## config.mk

```make
export PLATFORM = sky130hd
export DESIGN_NAME = bmx_ctrl
export DESIGN_NICKNAME = d
export VERILOG_FILES = /design/src/hw/bmx_pkg.sv /design/src/hw/bmx_arb.sv /design/src/hw/bmx_ctrl.sv /design/src/hw/bmx_ram_ws.sv
export SDC_FILE = /design/constraint.sdc
export NUM_CORES = 1
export LEC_CHECK = 0
export BUFFER_PORTS_ARGS = -buffer_cell sky130_fd_sc_hd__buf_2
export CELL_PAD_IN_SITES_DETAIL_PLACEMENT = 0
export CELL_PAD_IN_SITES_GLOBAL_PLACEMENT = 1
export CORE_MARGIN = 4
export CORE_UTILIZATION = 25
export CTS_CLUSTER_SIZE = 25
export DETAILED_ROUTE_END_ITERATION = 10
export GPL_TIMING_DRIVEN = 0
export PLACE_DENSITY_LB_ADDON = 0.12
export SETUP_SLACK_MARGIN = 0.4
export SYNTH_ARGS = -nofsm -noshare
export SYNTH_HDL_FRONTEND = slang
export SYNTH_SLANG_ARGS = --single-unit
```

## constraint.sdc

```tcl
create_clock -name sys_clk -period 8.7 [get_ports sys_clk]
set_clock_uncertainty 0.05 [all_clocks]
set_input_delay 1.305 -clock sys_clk [delete_from_list [all_inputs] [get_ports sys_clk]]
set_output_delay 1.305 -clock sys_clk [all_outputs]
set_load 0.01 [all_outputs]
```

## src/hw/bmx_pkg.sv

```systemverilog
// Purpose: Constants shared by the bus matrix configuration block.
// Assumes: One 100 MHz system clock; registers are word aligned on a plain port.
// Notes: Bit positions follow the control register layout.
package bmx_pkg;
    // Register port geometry and offsets.
    localparam int ADDR_W = 8;
    localparam int DATA_W = 32;
    localparam logic [7:0] CTRL_OFF = 8'h00;
    localparam logic [7:0] STAT_OFF = 8'h04;
    localparam logic [7:0] MASK_OFF = 8'h08;
    // Initiator indices, in the order of the error enable bits.
    localparam int INIT_N = 5;
    localparam int IDX_CPU_INSTR = 0;
    localparam int IDX_CPU_DATA = 1;
    localparam int IDX_DMA = 2;
    localparam int IDX_DEBUG = 3;
    localparam int IDX_SHARED = 4;
    // Field positions in the control register.
    localparam int ERR_LSB = 16;
    localparam int WS_BIT = 6;
    localparam int ARB_LSB = 0;
    localparam int ARB_W = 3;
    // Reset values and implemented-bit mask.
    localparam logic [4:0] ERR_EN_RST = 5'h1f;
    localparam logic WS_RST = 1'b1;
    localparam logic [2:0] ARB_RST = 3'h1;
    localparam logic [31:0] CTRL_IMPL = 32'h001f_0047;
    // Arbitration codes.
    localparam logic [2:0] ARB_MODE0 = 3'h0;
    localparam logic [2:0] ARB_MODE1 = 3'h1;
    localparam logic [2:0] ARB_MODE2 = 3'h2;
endpackage

```

## src/hw/bmx_arb.sv

```systemverilog
// Purpose: Grants one initiator at a time under the selected arbitration mode.
// Assumes: A requester holds its request until done; grant is held while it does.
// Notes: Mode 0 favours low indices, mode 1 high indices, mode 2 rotates.
`timescale 1ns/100ps
module bmx_arb #(
    parameter int N = 5
) (
    // Clock and reset.
    input wire logic sys_clk,
    input wire logic arst_n,
    input wire logic ce,
    // Mode and requests.
    input wire logic [2:0] mode,
    input wire logic [N-1:0] req,
    output logic [N-1:0] gnt_r
);
    logic [N-1:0] gnt_nxt;
    logic [$clog2(N)-1:0] last_r;
    logic [$clog2(N)-1:0] last_nxt;
    int idx;

    // Pick a winner only when the bus is free; reserved codes fall back to mode 0.
    always_comb begin
        gnt_nxt = '0;
        last_nxt = last_r;
        idx = 0;
        if ((gnt_r & req) != '0) begin
            gnt_nxt = gnt_r;
        end else begin
            for (int k = N - 1; k >= 0; k--) begin
                if (mode == bmx_pkg::ARB_MODE2) begin
                    // The last pass (k = 0) wins, so the index just after the
                    // previous grantee gets the highest priority.
                    idx = (int'(last_r) + 1 + k) % N;
                end else if (mode == bmx_pkg::ARB_MODE1) begin
                    idx = N - 1 - k;
                end else begin
                    idx = k;
                end
                if (req[idx]) begin
                    gnt_nxt = '0;
                    gnt_nxt[idx] = 1'b1;
                    last_nxt = idx[$clog2(N)-1:0];
                end
            end
        end
    end

    // Grant register and round-robin pointer.
    always_ff @(posedge sys_clk or negedge arst_n) begin
        if (!arst_n) begin
            gnt_r <= '0;
            last_r <= '0;
        end else if (ce) begin
            gnt_r <= gnt_nxt;
            last_r <= last_nxt;
        end
    end
endmodule

```

## src/hw/bmx_ctrl.sv

```systemverilog
// Purpose: Bus matrix configuration register with bus error gating and interrupts.
// Assumes: Initiator and debug-mode inputs come from logic on sys_clk.
// Notes: Bus error outputs lag the unmapped-access pulse by one cycle.
`timescale 1ns/100ps
module bmx_ctrl (
    // Clock, reset and clock enable.
    input wire logic sys_clk,
    input wire logic arst_n,
    input wire logic ce,
    // Register port.
    input wire logic [bmx_pkg::ADDR_W-1:0] reg_addr,
    input wire logic [bmx_pkg::DATA_W-1:0] reg_wdata,
    input wire logic reg_wr,
    input wire logic reg_rd,
    output logic [bmx_pkg::DATA_W-1:0] reg_rdata_r,
    // Unmapped-access pulses per initiator, and the CPU debug-mode level.
    input wire logic [bmx_pkg::INIT_N-1:0] unmapped,
    input wire logic cpu_debug_mode,
    // Bus error exceptions per initiator.
    output logic [bmx_pkg::INIT_N-1:0] bus_err_r,
    // Arbitration.
    input wire logic [bmx_pkg::INIT_N-1:0] arb_req,
    output logic [bmx_pkg::INIT_N-1:0] arb_gnt_r,
    // CPU data RAM access.
    input wire logic ram_req,
    output logic ram_en_r,
    output logic ram_ack_r,
    // Interrupt.
    output logic irq_r
);
    localparam int N = bmx_pkg::INIT_N;

    logic [N-1:0] err_en_r;
    logic ram_ws_r;
    logic [2:0] arb_sel_r;
    logic [N-1:0] stat_r;
    logic [N-1:0] stat_nxt;
    logic [N-1:0] mask_r;
    logic [N-1:0] raise;
    logic [N-1:0] stat_clr;
    logic [bmx_pkg::DATA_W-1:0] ctrl_word;
    logic wr_ctrl;
    logic wr_stat;
    logic wr_mask;

    // Address decode; writes to unmapped offsets are dropped silently.
    assign wr_ctrl = reg_wr && (reg_addr == bmx_pkg::CTRL_OFF);
    assign wr_stat = reg_wr && (reg_addr == bmx_pkg::STAT_OFF);
    assign wr_mask = reg_wr && (reg_addr == bmx_pkg::MASK_OFF);

    // Control register: only implemented bits exist as flops.
    always_ff @(posedge sys_clk or negedge arst_n) begin
        if (!arst_n) begin
            err_en_r <= bmx_pkg::ERR_EN_RST;
            ram_ws_r <= bmx_pkg::WS_RST;
            arb_sel_r <= bmx_pkg::ARB_RST;
        end else if (ce && wr_ctrl) begin
            err_en_r <= reg_wdata[bmx_pkg::ERR_LSB +: N];
            ram_ws_r <= reg_wdata[bmx_pkg::WS_BIT];
            arb_sel_r <= reg_wdata[bmx_pkg::ARB_LSB +: bmx_pkg::ARB_W];
        end
    end

    // Control read image; unimplemented bits are tied to zero.
    always_comb begin
        ctrl_word = '0;
        ctrl_word[bmx_pkg::ERR_LSB +: N] = err_en_r;
        ctrl_word[bmx_pkg::WS_BIT] = ram_ws_r;
        ctrl_word[bmx_pkg::ARB_LSB +: bmx_pkg::ARB_W] = arb_sel_r;
    end

    // Per-initiator gating. The CPU paths are quiet in debug mode so that a
    // debugger poking at holes in the map does not trap the halted core.
    genvar gi;
    generate
        for (gi = 0; gi < N; gi++) begin : g_err
            if (gi == bmx_pkg::IDX_CPU_INSTR || gi == bmx_pkg::IDX_CPU_DATA) begin : g_cpu
                assign raise[gi] = unmapped[gi] && err_en_r[gi] && !cpu_debug_mode;
            end else begin : g_other
                assign raise[gi] = unmapped[gi] && err_en_r[gi];
            end
        end
    endgenerate

    // Bus error exception outputs, one cycle after the access.
    always_ff @(posedge sys_clk or negedge arst_n) begin
        if (!arst_n) begin
            bus_err_r <= '0;
        end else if (ce) begin
            bus_err_r <= raise;
        end
    end

    // Sticky status with write-one-to-clear; a new event beats a clear.
    assign stat_clr = wr_stat ? reg_wdata[N-1:0] : '0;
    assign stat_nxt = raise | (stat_r & ~stat_clr);

    always_ff @(posedge sys_clk or negedge arst_n) begin
        if (!arst_n) begin
            stat_r <= '0;
        end else if (ce) begin
            stat_r <= stat_nxt;
        end
    end

    // Interrupt mask.
    always_ff @(posedge sys_clk or negedge arst_n) begin
        if (!arst_n) begin
            mask_r <= '0;
        end else if (ce && wr_mask) begin
            mask_r <= reg_wdata[N-1:0];
        end
    end

    // Interrupt level follows the status and mask flops one cycle later,
    // which keeps the output straight from a flop at the cost of a cycle.
    always_ff @(posedge sys_clk or negedge arst_n) begin
        if (!arst_n) begin
            irq_r <= 1'b0;
        end else if (ce) begin
            irq_r <= |(stat_r & mask_r);
        end
    end

    // Read data: valid in the cycle after the strobe only, zero otherwise.
    always_ff @(posedge sys_clk or negedge arst_n) begin
        if (!arst_n) begin
            reg_rdata_r <= '0;
        end else if (ce) begin
            reg_rdata_r <= '0;
            if (reg_rd) begin
                case (reg_addr)
                    bmx_pkg::CTRL_OFF: reg_rdata_r <= ctrl_word;
                    bmx_pkg::STAT_OFF: reg_rdata_r <= {{(32 - N){1'b0}}, stat_r};
                    bmx_pkg::MASK_OFF: reg_rdata_r <= {{(32 - N){1'b0}}, mask_r};
                    default: reg_rdata_r <= '0;
                endcase
            end
        end
    end

    // Arbiter steered by the arbitration field.
    bmx_arb #(
        .N(N)
    ) u_arb (
        .sys_clk(sys_clk),
        .arst_n(arst_n),
        .ce(ce),
        .mode(arb_sel_r),
        .req(arb_req),
        .gnt_r(arb_gnt_r)
    );

    // Data RAM wait-state sequencer.
    bmx_ram_ws u_ram_ws (
        .sys_clk(sys_clk),
        .arst_n(arst_n),
        .ce(ce),
        .ws_en(ram_ws_r),
        .req(ram_req),
        .ram_en_r(ram_en_r),
        .ack_r(ram_ack_r)
    );

    // Checks on the gating, the register image and the arbitration modes.
    a_shared_err_on: assert property (@(posedge sys_clk) disable iff (!arst_n)
        (ce && unmapped[bmx_pkg::IDX_SHARED])
            |=> (bus_err_r[bmx_pkg::IDX_SHARED] == $past(err_en_r[bmx_pkg::IDX_SHARED])))
        else $error("Shared bus error does not follow its enable.");

    a_debug_err_on: assert property (@(posedge sys_clk) disable iff (!arst_n)
        (ce && unmapped[bmx_pkg::IDX_DEBUG])
            |=> (bus_err_r[bmx_pkg::IDX_DEBUG] == $past(err_en_r[bmx_pkg::IDX_DEBUG])))
        else $error("Debug unit error does not follow its enable.");

    a_dma_err_on: assert property (@(posedge sys_clk) disable iff (!arst_n)
        (ce && unmapped[bmx_pkg::IDX_DMA])
            |=> (bus_err_r[bmx_pkg::IDX_DMA] == $past(err_en_r[bmx_pkg::IDX_DMA])))
        else $error("DMA error does not follow its enable.");

    a_cpu_data_err: assert property (@(posedge sys_clk) disable iff (!arst_n)
        (ce && unmapped[bmx_pkg::IDX_CPU_DATA])
            |=> (bus_err_r[bmx_pkg::IDX_CPU_DATA]
                == ($past(err_en_r[bmx_pkg::IDX_CPU_DATA]) && !$past(cpu_debug_mode))))
        else $error("CPU data error gating wrong.");

    a_cpu_instr_err: assert property (@(posedge sys_clk) disable iff (!arst_n)
        (ce && unmapped[bmx_pkg::IDX_CPU_INSTR])
            |=> (bus_err_r[bmx_pkg::IDX_CPU_INSTR]
                == ($past(err_en_r[bmx_pkg::IDX_CPU_INSTR]) && !$past(cpu_debug_mode))))
        else $error("CPU instruction error gating wrong.");

    a_no_err_quiet: assert property (@(posedge sys_clk) disable iff (!arst_n)
        (ce && !unmapped[bmx_pkg::IDX_SHARED]) |=> !bus_err_r[bmx_pkg::IDX_SHARED])
        else $error("Bus error raised without an unmapped access.");

    a_ctrl_read_zero: assert property (@(posedge sys_clk) disable iff (!arst_n)
        (ce && reg_rd && reg_addr == bmx_pkg::CTRL_OFF)
            |=> ((reg_rdata_r & ~bmx_pkg::CTRL_IMPL) == '0)
                && (reg_rdata_r == $past(ctrl_word)))
        else $error("Control read shows unimplemented bits or wrong value.");

    a_ctrl_reset_val: assert property (@(posedge sys_clk)
        $rose(arst_n) |-> (ctrl_word == 32'h001f_0041))
        else $error("Control register reset value wrong.");

    a_mode0_prio: assert property (@(posedge sys_clk) disable iff (!arst_n)
        (ce && arb_sel_r == bmx_pkg::ARB_MODE0 && arb_gnt_r == '0 && arb_req[0])
            |=> arb_gnt_r[0])
        else $error("Mode 0 did not favour the lowest index.");

    a_mode1_prio: assert property (@(posedge sys_clk) disable iff (!arst_n)
        (ce && arb_sel_r == bmx_pkg::ARB_MODE1 && arb_gnt_r == '0 && arb_req[N-1])
            |=> arb_gnt_r[N-1])
        else $error("Mode 1 did not favour the highest index.");

    a_grant_onehot: assert property (@(posedge sys_clk) disable iff (!arst_n)
        $onehot0(arb_gnt_r) && ((arb_gnt_r & ~$past(arb_req)) == '0 || !$past(ce)))
        else $error("Grant not one-hot or not requested.");

    a_stat_set_wins: assert property (@(posedge sys_clk) disable iff (!arst_n)
        (ce && raise[0] && wr_stat && reg_wdata[0]) |=> stat_r[0] ##1 (irq_r || !mask_r[0]
            || !$past(ce)))
        else $error("Status event lost to a simultaneous clear.");

    // No bus error is raised in the cycle after one with no unmapped access at all.
    a_err_quiet_all: assert property (@(posedge sys_clk) disable iff (!arst_n)
        (ce && (unmapped == '0)) |=> (bus_err_r == '0))
        else $error("Bus error raised with no unmapped access.");

    // Debug mode silences both CPU paths whatever the enables say.
    a_debug_cpu_quiet: assert property (@(posedge sys_clk) disable iff (!arst_n)
        (ce && cpu_debug_mode)
            |=> (!bus_err_r[bmx_pkg::IDX_CPU_DATA] && !bus_err_r[bmx_pkg::IDX_CPU_INSTR]))
        else $error("CPU bus error raised in debug mode.");

    // A control write lands on the implemented bits only.
    a_ctrl_write_lands: assert property (@(posedge sys_clk) disable iff (!arst_n)
        (ce && wr_ctrl) |=> (ctrl_word == ($past(reg_wdata) & bmx_pkg::CTRL_IMPL)))
        else $error("Control write did not land on the implemented bits.");

    // Without a write, or with the clock enable low, the control image holds.
    a_ctrl_holds: assert property (@(posedge sys_clk) disable iff (!arst_n)
        (!ce || !wr_ctrl) |=> (ctrl_word == $past(ctrl_word)))
        else $error("Control register changed without a write.");

    // Read data stands only in the cycle after a read strobe.
    a_rdata_idle_zero: assert property (@(posedge sys_clk) disable iff (!arst_n)
        (ce && !reg_rd) |=> (reg_rdata_r == '0))
        else $error("Read data shown without a read strobe.");

    // The mask takes the written bits.
    a_mask_write_lands: assert property (@(posedge sys_clk) disable iff (!arst_n)
        (ce && wr_mask) |=> (mask_r == $past(reg_wdata[N-1:0])))
        else $error("Mask write did not land.");

    // Status only gathers events while nobody clears it.
    a_stat_sticky: assert property (@(posedge sys_clk) disable iff (!arst_n)
        (ce && !wr_stat) |=> (stat_r == ($past(stat_r) | $past(raise))))
        else $error("Status bits lost without a clear.");

    // The interrupt level follows the masked status one cycle later.
    a_irq_level: assert property (@(posedge sys_clk) disable iff (!arst_n)
        ce |=> (irq_r == $past(|(stat_r & mask_r))))
        else $error("Interrupt level does not follow masked status.");

    // A grant is kept while its holder still requests.
    a_grant_held: assert property (@(posedge sys_clk) disable iff (!arst_n)
        (ce && ((arb_gnt_r & arb_req) != '0)) |=> (arb_gnt_r == $past(arb_gnt_r)))
        else $error("Grant taken from a holder that still requests.");
endmodule

```

## src/hw/bmx_ram_ws.sv

```systemverilog
// Purpose: Inserts the optional address-setup wait state on CPU data RAM accesses.
// Assumes: A request is a one-cycle pulse; a pulse while busy is ignored.
// Notes: Acknowledge and RAM enable share the same cycle.
`timescale 1ns/100ps
module bmx_ram_ws (
    // Clock and reset.
    input wire logic sys_clk,
    input wire logic arst_n,
    input wire logic ce,
    // Control.
    input wire logic ws_en,
    // CPU side.
    input wire logic req,
    output logic ram_en_r,
    output logic ack_r
);
    typedef enum logic [1:0] {ST_IDLE, ST_SETUP, ST_ACCESS} bmx_ws_state_t;
    bmx_ws_state_t state_r;

    // Setup cycle is taken only when the wait-state bit is set.
    always_ff @(posedge sys_clk or negedge arst_n) begin
        if (!arst_n) begin
            state_r <= ST_IDLE;
            ram_en_r <= 1'b0;
            ack_r <= 1'b0;
        end else if (ce) begin
            ram_en_r <= 1'b0;
            ack_r <= 1'b0;
            case (state_r)
                ST_IDLE: begin
                    if (req && ws_en) begin
                        state_r <= ST_SETUP;
                    end else if (req) begin
                        ram_en_r <= 1'b1;
                        ack_r <= 1'b1;
                    end
                end
                ST_SETUP: begin
                    state_r <= ST_IDLE;
                    ram_en_r <= 1'b1;
                    ack_r <= 1'b1;
                end
                default: state_r <= ST_IDLE;
            endcase
        end
    end

    a_zero_wait_ack: assert property (@(posedge sys_clk) disable iff (!arst_n)
        (ce && req && !ws_en && state_r == ST_IDLE) |=> ack_r)
        else $error("Zero wait access not acknowledged next cycle.");
    a_one_wait_ack: assert property (@(posedge sys_clk) disable iff (!arst_n)
        (ce && req && ws_en && state_r == ST_IDLE) |=> !ack_r ##1 (ack_r || !$past(ce)))
        else $error("Setup wait state not inserted.");
endmodule

```

==> impl.org, run 1 <==
** Synth
- Most used standard cell by instance count after synthesis :: sky130_fd_sc_hd__nand2_1
- Counting flops with an async set or reset pin after synthesis yields a share of 100%.
- Primary flip-flop cell chosen by synthesis mapping :: sky130_fd_sc_hd__dfrtp_1
- After synthesis, the cell types taking the most area are sky130_fd_sc_hd__dfrtp_1 16%, sky130_fd_sc_hd__ha_1 7.7%, sky130_fd_sc_hd__o21ai_0 5.0%.
- Number of synthesized register bits :: 46
- Synthesized cell area :: 0.00614 sq mm
- Top cell types by occurrence after synthesis :: 72 x sky130_fd_sc_hd__nand2_1, 61 x sky130_fd_sc_hd__nor2_1, 61 x sky130_fd_sc_hd__o21ai_0
- Synthesis produced 810 cells.
- Summing the sequential cell areas from Yosys gives 18.9% of the chip area.
- Each instance of the synthesized netlist takes up on average 7.59 sq um.
- Counting flops with a built-in enable in the synthesized netlist gives 0.
- Syn. warnings :: 0
- The share of synthesized area in the top cell type comes to 15.9%.
- Number of different library cells in the post-synthesis netlist :: 95
- Top cell type by total area after synthesis :: sky130_fd_sc_hd__dfrtp_1

** Cells and area
- Diode count :: 0
- Share of layout cells above drive strength 1 :: 18.3%
- Net total in the final layout :: 991
- In the final layout, the multi-input gates occupy 0.00454 sq mm.
- Summing all flip-flop and latch instances after layout gives 0.00116 sq mm.
- Area of all placed cells without fillers :: 0.00713 sq mm
- Area Growth Syn to Fin :: 16.1%
- The layout has 2734 filler cells.

** Timing
- Unrepaired setup endpoints after global routing :: false
- Measured against its own limit, the worst slew margin works out to 26.4%.
- The worst path uses 88.5% of the clock period.
- The number of slew-limit violations in the final report came to 0.
- Setup violators final :: 0
- Timing would allow up to 0.130 GHz.
- At the pin with the least slew margin, the transition time is 1.10 ns.
- Setup slack closes at 1.00 ns.
- Final Hold Fails :: 0
- The smallest clock period supported by the final layout is computed as 7.70 ns.

** Worst hold path
- Worst Min Path Start :: u_ram_ws.state_r[0]$_DFFE_PN0P_
- Worst min path class :: flip-flop to flip-flop

** Placed design
- Placement-stage worst setup slack :: -0.674 ns
- PortBufs :: 57
- Final estimated routing congestion in global placement :: 0.831
- Detailed placement ended at an HPWL of 17400 um.
- The placed instances occupy a cell area of 0.00691 sq mm.

** Die
- Die Y :: 165 um
- For this design the top-level I/O count stands at 102.
- Die Width :: 165 um
- Core Box Area :: 0.0242 sq mm
- Once the floorplan was initialized, standard cells occupied 25.3% of the core.
- Die ar. :: 0.0272 sq mm
- Number of rows created at floorplan :: 57

** Routing
- Per-cell via count in the routed design :: 5.16
- For this block, the routed nets add up to 22100 um of wire.
- Detailed-route wire length per cell :: 18.1 um
- Number of vias after detailed routing :: 6301
- The detail route stage leaves a number of antenna-violating nets equal to 0.
- Number of detailed-route iterations in the first pass :: 5
- Drt initial violations :: 428
- Number of DRC violations after detailed routing :: 0

** Status
- Result of the run :: completed

** Global routing
- Wire length of the first global-routing pass :: 34700 um
- Entering global routing, the biggest net connects 47 pins.
- After global routing the overflow that remains totals 0.
- Global routing used 16.1% of the available tracks across all layers.
- The number of global-route vias before repair was 5973.
- Antenna violations before repair :: 0

** Critical path
- The slowest stage of the critical path is the sky130_fd_sc_hd__dfrtp_2 cell.
- Largest fanout on the critical path :: 10
- At the worst endpoint, the arrival time is 7.82 ns.
- Timing startpoint of the critical path :: u_arb.last_r[0]$_DFFE_PN0P_
- The largest single stage delay on the critical path is 0.48 ns.
- STA classifies the critical path startpoint as a flip-flop.
- Worst Setup Path Type :: flip-flop to flip-flop
- The kind of cell with the highest combined delay along the critical path is buffers and inverters.
- The worst register-to-register path begins at u_arb.last_r[0]$_DFFE_PN0P_.
- Worst R2R Setup Slack :: 1.00 ns
- Type of element capturing the critical path :: flip-flop
- For the worst setup path, the data required time is 8.82 ns.
- Worst path buffer plus inverter count :: 10

** Power
- Total power divided by cell area :: 455 mW/mm^2
- Summed over all cells, the static leakage comes to 3.04 nW.
- Peak ir drop on the vdd network :: 0.153 mV

** Clocking
- Sink count of the clock tree :: 46
- Cell at the root of the clock tree :: sky130_fd_sc_hd__clkbuf_16
- Clock tree synthesis inserted a total of 5 buffers.
- The number of hold buffers added after CTS was 0.
- Counting along the longest clock path gives a buffer depth of 2.
- Clock Pin Slew Worst Setup and Hold Paths :: 0.07 ns
- TritonCTS clock tree :: yes
- For the worst-skew pair, the clock arrives at the later sink with an insertion delay of 0.29 ns.
- In this run the number of H-tree levels came out at 2.

** Flow run
- Count of max-cap constraint violations :: 0
registers in the layout, summed over array words and instances (netlist names):
register / flops
reg_rdata_r: 11
bus_err_r: 5
err_en_r: 5
mask_r: 5
stat_r: 5
u_arb.gnt_r: 5
arb_sel_r: 3
u_arb.last_r: 3
irq_r: 1
ram_ws_r: 1
u_ram_ws.ack_r: 1
u_ram_ws.state_r: 1
per-layer routing:
metal  vias to the layer above  share of wire, %  routed length (um)  global-route usage [%]
met5                         -                 0                   0                       0
met4                         0              0.39                  86                    2.00
met3                         4               3.9                 850                    1.85
met2                       137                44                9710                    24.6
met1                      3021                52               11400                    24.8
li1                       3139                 -                   -                       -
per-stage QoR:
step / hold slack (ns) / util [%] / setup TNS (ns) / power [W] / instances
6_report: 0.424 / 29.4 / 0 / 0.00324 / 1221
5_1_grt: 0.446 / 29.4 / 0 / 0.00355 / 1221
4_1_cts: 0.431 / 29.2 / 0 / 0.00319 / 1219
3_5_place_dp: 0.421 / 28.5 / -3.99 / 0.00297 / 1211
3_3_place_gp: 0.420 / 28.5 / -4.47 / 0.00302 / 1211
2_1_floorplan: 0.401 / - / 0 / 0.00228 / 830
cell usage in the layout (no fill, tap or decap), types with 7 or more instances in the layout:
cell type / netlist / layout
sky130_fd_sc_hd__nand2_1: 72 / 72
sky130_fd_sc_hd__buf_2: 7 / 63
sky130_fd_sc_hd__o21ai_0: 61 / 61
sky130_fd_sc_hd__nor2_1: 61 / 60
sky130_fd_sc_hd__a21oi_1: 52 / 51
sky130_fd_sc_hd__inv_1: 49 / 48
sky130_fd_sc_hd__dfrtp_1: 39 / 38
sky130_fd_sc_hd__ha_1: 38 / 37
sky130_fd_sc_hd__nand3_1: 30 / 30
sky130_fd_sc_hd__buf_4: 26 / 28
sky130_fd_sc_hd__nor3_1: 22 / 21
sky130_fd_sc_hd__conb_1: 1 / 21
sky130_fd_sc_hd__clkbuf_1: 23 / 20
sky130_fd_sc_hd__mux2i_1: 20 / 20
sky130_fd_sc_hd__xnor2_1: 15 / 15
sky130_fd_sc_hd__a31oi_1: 15 / 15
sky130_fd_sc_hd__and3_1: 12 / 12
sky130_fd_sc_hd__a21o_1: 12 / 12
sky130_fd_sc_hd__a22oi_1: 12 / 12
sky130_fd_sc_hd__o22ai_1: 11 / 11
sky130_fd_sc_hd__nor2b_1: 11 / 10
sky130_fd_sc_hd__nand2b_1: 10 / 10
sky130_fd_sc_hd__mux2_2: 10 / 10
sky130_fd_sc_hd__and2_1: 9 / 9
sky130_fd_sc_hd__a211o_1: 9 / 9
sky130_fd_sc_hd__o211ai_1: 9 / 9
sky130_fd_sc_hd__nand4_1: 9 / 9
sky130_fd_sc_hd__o21a_1: 7 / 7
sky130_fd_sc_hd__dfstp_2: 7 / 7
power by group:
group / total (W) / switching [W] / internal [W]
registers: 0.000266 / 0.0000284 / 0.000238
clock network: 0.000193 / 0.0000861 / 0.000107
logic: 0.00278 / 0.00176 / 0.00102
total: 0.00324 / 0.00188 / 0.00136
cell families (layout without fill, tap and decap cells):
family          count (synthesis)  after routing  share of synthesized area (%)
other cells                     1             21                         0.0610
mux                            34             34                           6.11
buf+inv                       116            183                           9.10
simple gates                  281            281                           23.7
compound gates                270            270                           30.7
xor+xnor                       23             23                           3.52
flops                          46             46                           18.9
fa+ha+maj                      39             39                           7.90
what timing repair did:
item                       4_1_cts  5_1_grt
buffers inserted                 0        2
gates resized for setup          8       14
setup endpoints to repair        8        8
area by class of cell:
type / count / area share, %
well taps: 324 / 5.68
multi-input cells: 668 / 63.7
inverters: 53 / 2.86
clock inverters: 3 / 0.263
repair buffers: 59 / 4.21
clock buffers: 5 / 1.75
plain buffers: 63 / 5.28
flip-flops and latches: 46 / 16.3
final timing paths:
kind                                                         to  depth (start not counted)
worst max-delay path                u_arb.last_r[2]$_DFFE_PN0P_                         28
worst min-delay path            u_ram_ws.state_r[0]$_DFFE_PN0P_                          1
worst max register to register      u_arb.last_r[2]$_DFFE_PN0P_                         28
worst min register to register  u_ram_ws.state_r[0]$_DFFE_PN0P_                          1
max in group asynchronous           u_arb.last_r[0]$_DFFE_PN0P_                          1
min in group asynchronous            reg_rdata_r[3]$_DFFE_PN0P_                          1
Note: power is estimated with default switching activity, not from simulation.
==> run 2, diff against run 1 <==
--- a/config.mk
+++ b/config.mk
@@ -8,7 +8,7 @@
 export BUFFER_PORTS_ARGS = -buffer_cell sky130_fd_sc_hd__buf_2
 export CELL_PAD_IN_SITES_DETAIL_PLACEMENT = 0
 export CELL_PAD_IN_SITES_GLOBAL_PLACEMENT = 1
-export CORE_MARGIN = 4
+export CORE_MARGIN = 2
 export CORE_UTILIZATION = 25
 export CTS_CLUSTER_SIZE = 25
 export DETAILED_ROUTE_END_ITERATION = 10
==> constraint.sdc (replaced) <==
create_clock -name sys_clk -period 8.7 [get_ports sys_clk]
set_clock_uncertainty 0.05 [all_clocks]
set_input_delay 0.87 -clock sys_clk [delete_from_list [all_inputs] [get_ports sys_clk]]
set_output_delay 0.87 -clock sys_clk [all_outputs]
set_load 0.01 [all_outputs]
==> run 2 against run 1 <==
  * Non-clock buffer count stayed put
  * Register-to-register slack worse by 0.15 ns
  * Count of clock-buffer cells in the layout is 1 higher
  * Maximum frequency is 2.0% lower
  * Cell count stayed put
  * Largest power group unchanged
  * Sequential cell count stayed put
  * Utilization hardly changed
  * Setup slack worse by 0.15 ns
  * Global-route usage is 0.81 points higher
  * Sequential power hardly changed
  * Critical path depth stayed put
==> impl.org, run 2 (synthesis results as in run 1) <==
** Status
- The flow ran to the end, and the final reports show no timing, DRC or antenna violations.

** Cells and area
- Net total in the final layout :: 991 (unchanged)
- Diode count :: 0 (unchanged)
- The area growth from synthesis to final layout was 16.0% (about the same).
- The flip-flop count of the largest register, all copies and words added was 11 (unchanged).
- Commonest non-fill, non-tap cells in the layout :: 72 x sky130_fd_sc_hd__nand2_1, 64 x sky130_fd_sc_hd__buf_2, 60 x sky130_fd_sc_hd__nor2_1, 60 x sky130_fd_sc_hd__o21ai_0, 50 x sky130_fd_sc_hd__a21oi_1
- The number of standard cells in the final layout excluding fillers is 1221 (unchanged).
- Ranked by flip-flop count, first place goes to reg_rdata_r.
- The layout cell share with drive strength beyond 1 was 18.4% (+0.11 points).
- The cell area after layout is 0.00713 sq mm (about the same).
- Most common library cell in the layout ignoring fill and taps :: sky130_fd_sc_hd__nand2_1
- The final cell utilization of the core was 29.4% (about the same).

** Clocking
- TritonCTS clock tree :: yes
- Maximum clock insertion buffer count :: 2 (unchanged)
- Clock Pin Slew Worst Setup and Hold Paths :: 0.07 ns (about the same)
- The number of clock sinks is 46 (unchanged).
- Post-CTS Hold Fix Bufs :: 0 (unchanged)
- Cell at the root of the clock tree :: sky130_fd_sc_hd__clkbuf_16
- Worst-Skew Late Latency :: 0.29 ns (about the same)
- The number of buffers created by CTS came to 5 (unchanged).
- Number of levels in the clock H-tree :: 2 (unchanged)

** Global routing
- GR Overflow Total :: 0 (unchanged)
- Total global-route track usage :: 16.9% (+0.81 points)
- The pin count of the biggest net entering global routing was 47 (unchanged).
- Vias in the first global route :: 6071 (+1.6%)
- The number of antenna violations at the first check in global routing came to 0 (unchanged).
- The global-route wire length before repair is 34900 um (+0.80%).

** Routing
- The number of nets still failing antenna checks after routing was 0 (unchanged).
- Drt initial violations :: 398 (-7.0%)
- Per-cell via count in the routed design :: 5.24 (+1.4%)
- Number of vias after detailed routing :: 6392 (+1.4%)
- The wire length reported by the detailed router is 22200 um (+0.67%).
- Detailed-route wire length per cell :: 18.2 um (+0.67%)
- Number of detailed-route iterations in the first pass :: 5 (unchanged)
- Number of DRC violations after detailed routing :: 0 (unchanged)

** Placed design
- The cell area reported after detailed placement is 0.00691 sq mm (unchanged).
- DPL Wire Length :: 17300 um (-0.67%)
- The total of buffers placed on input and output ports is 57 (unchanged).
- The global placement routability congestion is 0.812 (-2.2%).
- Cell count after placement :: 1211 (unchanged)

** Critical path
- Cell with the largest stage delay on the worst path :: sky130_fd_sc_hd__dfrtp_2
- Slowest cell delay on critical path :: 0.48 ns (about the same)
- Type of element capturing the critical path :: flip-flop
- The critical-path maximum fanout is 10 (unchanged).
- The worst setup path is launched from a flip-flop.
- Worst Setup Path Type :: flip-flop to flip-flop
- Data required time at the worst endpoint :: 8.83 ns (about the same)
- The arrival time at the worst endpoint is 7.98 ns (+0.16 ns).

** Die
- Number of top-level pins :: 102 (unchanged)
- Number of rows created at floorplan :: 57 (unchanged)
- Effective utilization at floorplan :: 25.3% (unchanged)
- The core outline area came to 0.0242 sq mm (unchanged).
- The die width came to 161 um (-2.4%).
- The die height is 161 um (-2.4%).
- Die ar. :: 0.0258 sq mm (-4.8%)

** Power
- The largest vdd supply drop is 0.142 mV (-7.0%).
- The power per cell area was 458 mW/mm^2 (+0.69%).
- The leakage power came to 3.03 nW (-0.21%).
- Post-route total power :: 0.00326 W (+0.61%)

** Timing
- Least-Margin Pin Slew :: 1.12 ns (+0.0275 ns)
- The headroom to the max-slew limit came to 25.1% (-1.3 points).
- The number of setup violations in the final report is 0 (unchanged).
- Setup repair after global routing left no endpoint under its margin.
- The total count of hold-check failures in the final report is 0 (unchanged).
- The part of the cycle the worst path needs is 90.3% (+1.8 points).
- Max-slew violations :: 0 (unchanged)
- The minimum period implied by the final worst setup slack was 7.85 ns (+0.155 ns).
- Fin Hold WS :: 0.434 ns (+0.0101 ns)
- The upper clock frequency limit is 0.127 GHz (-2.0%).

** Flow run
- Count of max-cap constraint violations :: 0 (unchanged)

** Worst hold path
- The min-delay analysis places its worst path in the category flip-flop to flip-flop.
[run 2: changes by cell type in the layout (fill, tap and decap cells not counted), sizes merged]
| cell | change |
|---|---|
| buf | +1 |
| inv | -1 |
[run 2: area by class of cell]
class,count,area [sq um]
multi-input cells,668,4540
plain buffers,63,374
flip-flops and latches,46,1160
clock inverters,2,13.8
fillers,2756,17100
well taps,324,405
inverters,53,204
repair buffers,59,300
clock buffers,6,129
[run 2: power by group]
group,total [W],switching [W],internal [W]
combinational,0.00280,0.00178,0.00102
sequential,0.000267,0.0000291,0.000238
clock,0.000194,0.0000869,0.000107
total,0.00326,0.00190,0.00136
[run 2: final timing paths]
check | cells after the start | slack [ns] | end | from
worst max-delay path | 28 | 0.85 | u_arb.last_r[2]$_DFFE_PN0P_ | u_arb.last_r[0]$_DFFE_PN0P_
worst min-delay path | 1 | 0.43 | u_ram_ws.state_r[0]$_DFFE_PN0P_ | u_ram_ws.state_r[0]$_DFFE_PN0P_
worst max register to register | 28 | 0.85 | u_arb.last_r[2]$_DFFE_PN0P_ | u_arb.last_r[0]$_DFFE_PN0P_
worst min register to register | 1 | 0.43 | u_ram_ws.state_r[0]$_DFFE_PN0P_ | u_ram_ws.state_r[0]$_DFFE_PN0P_
max in group asynchronous | 1 | 7.08 | u_arb.last_r[0]$_DFFE_PN0P_ | arst_n
min in group asynchronous | 1 | 0.73 | reg_rdata_r[4]$_DFFE_PN0P_ | arst_n
[run 2: critical path, delay by kind of cell, from the launching register on]
kind	cells	cell delay (ns)
flip-flops	1	0.48
AO/OA/AOI/OAI	8	1.90
AND/OR/NAND/NOR	3	0.70
XOR/XNOR	1	0.19
multiplexers	2	0.46
adder cells (fa/ha/maj)	4	1.52
buffers and inverters	10	2.44
[run 2: repair_timing]
action	4_1_cts	5_1_grt
buffers inserted	0	2
pin swaps	0	1
setup endpoints to repair	8	8
resized for setup	7	16
endpoints found under the hold margin	0	0
[run 2: stage by stage]
stage          worst slack, ns  setup TNS, ns
2_1_floorplan             1.66              0
3_3_place_gp            -0.756          -4.58
3_5_place_dp            -0.702          -4.12
4_1_cts                  0.456              0
5_1_grt                  0.409              0
6_report                 0.847              0
[run 2: layer usage]
layer,global-route usage (%),vias to the layer above,share of wire [%],routed length [um]
met1,25.8,3119,54,11900
met3,1.34,8,2.2,482
met5,0,-,0,0
li1,-,3143,-,-
met2,26.5,122,44,9700
met4,2.19,0,0.56,125
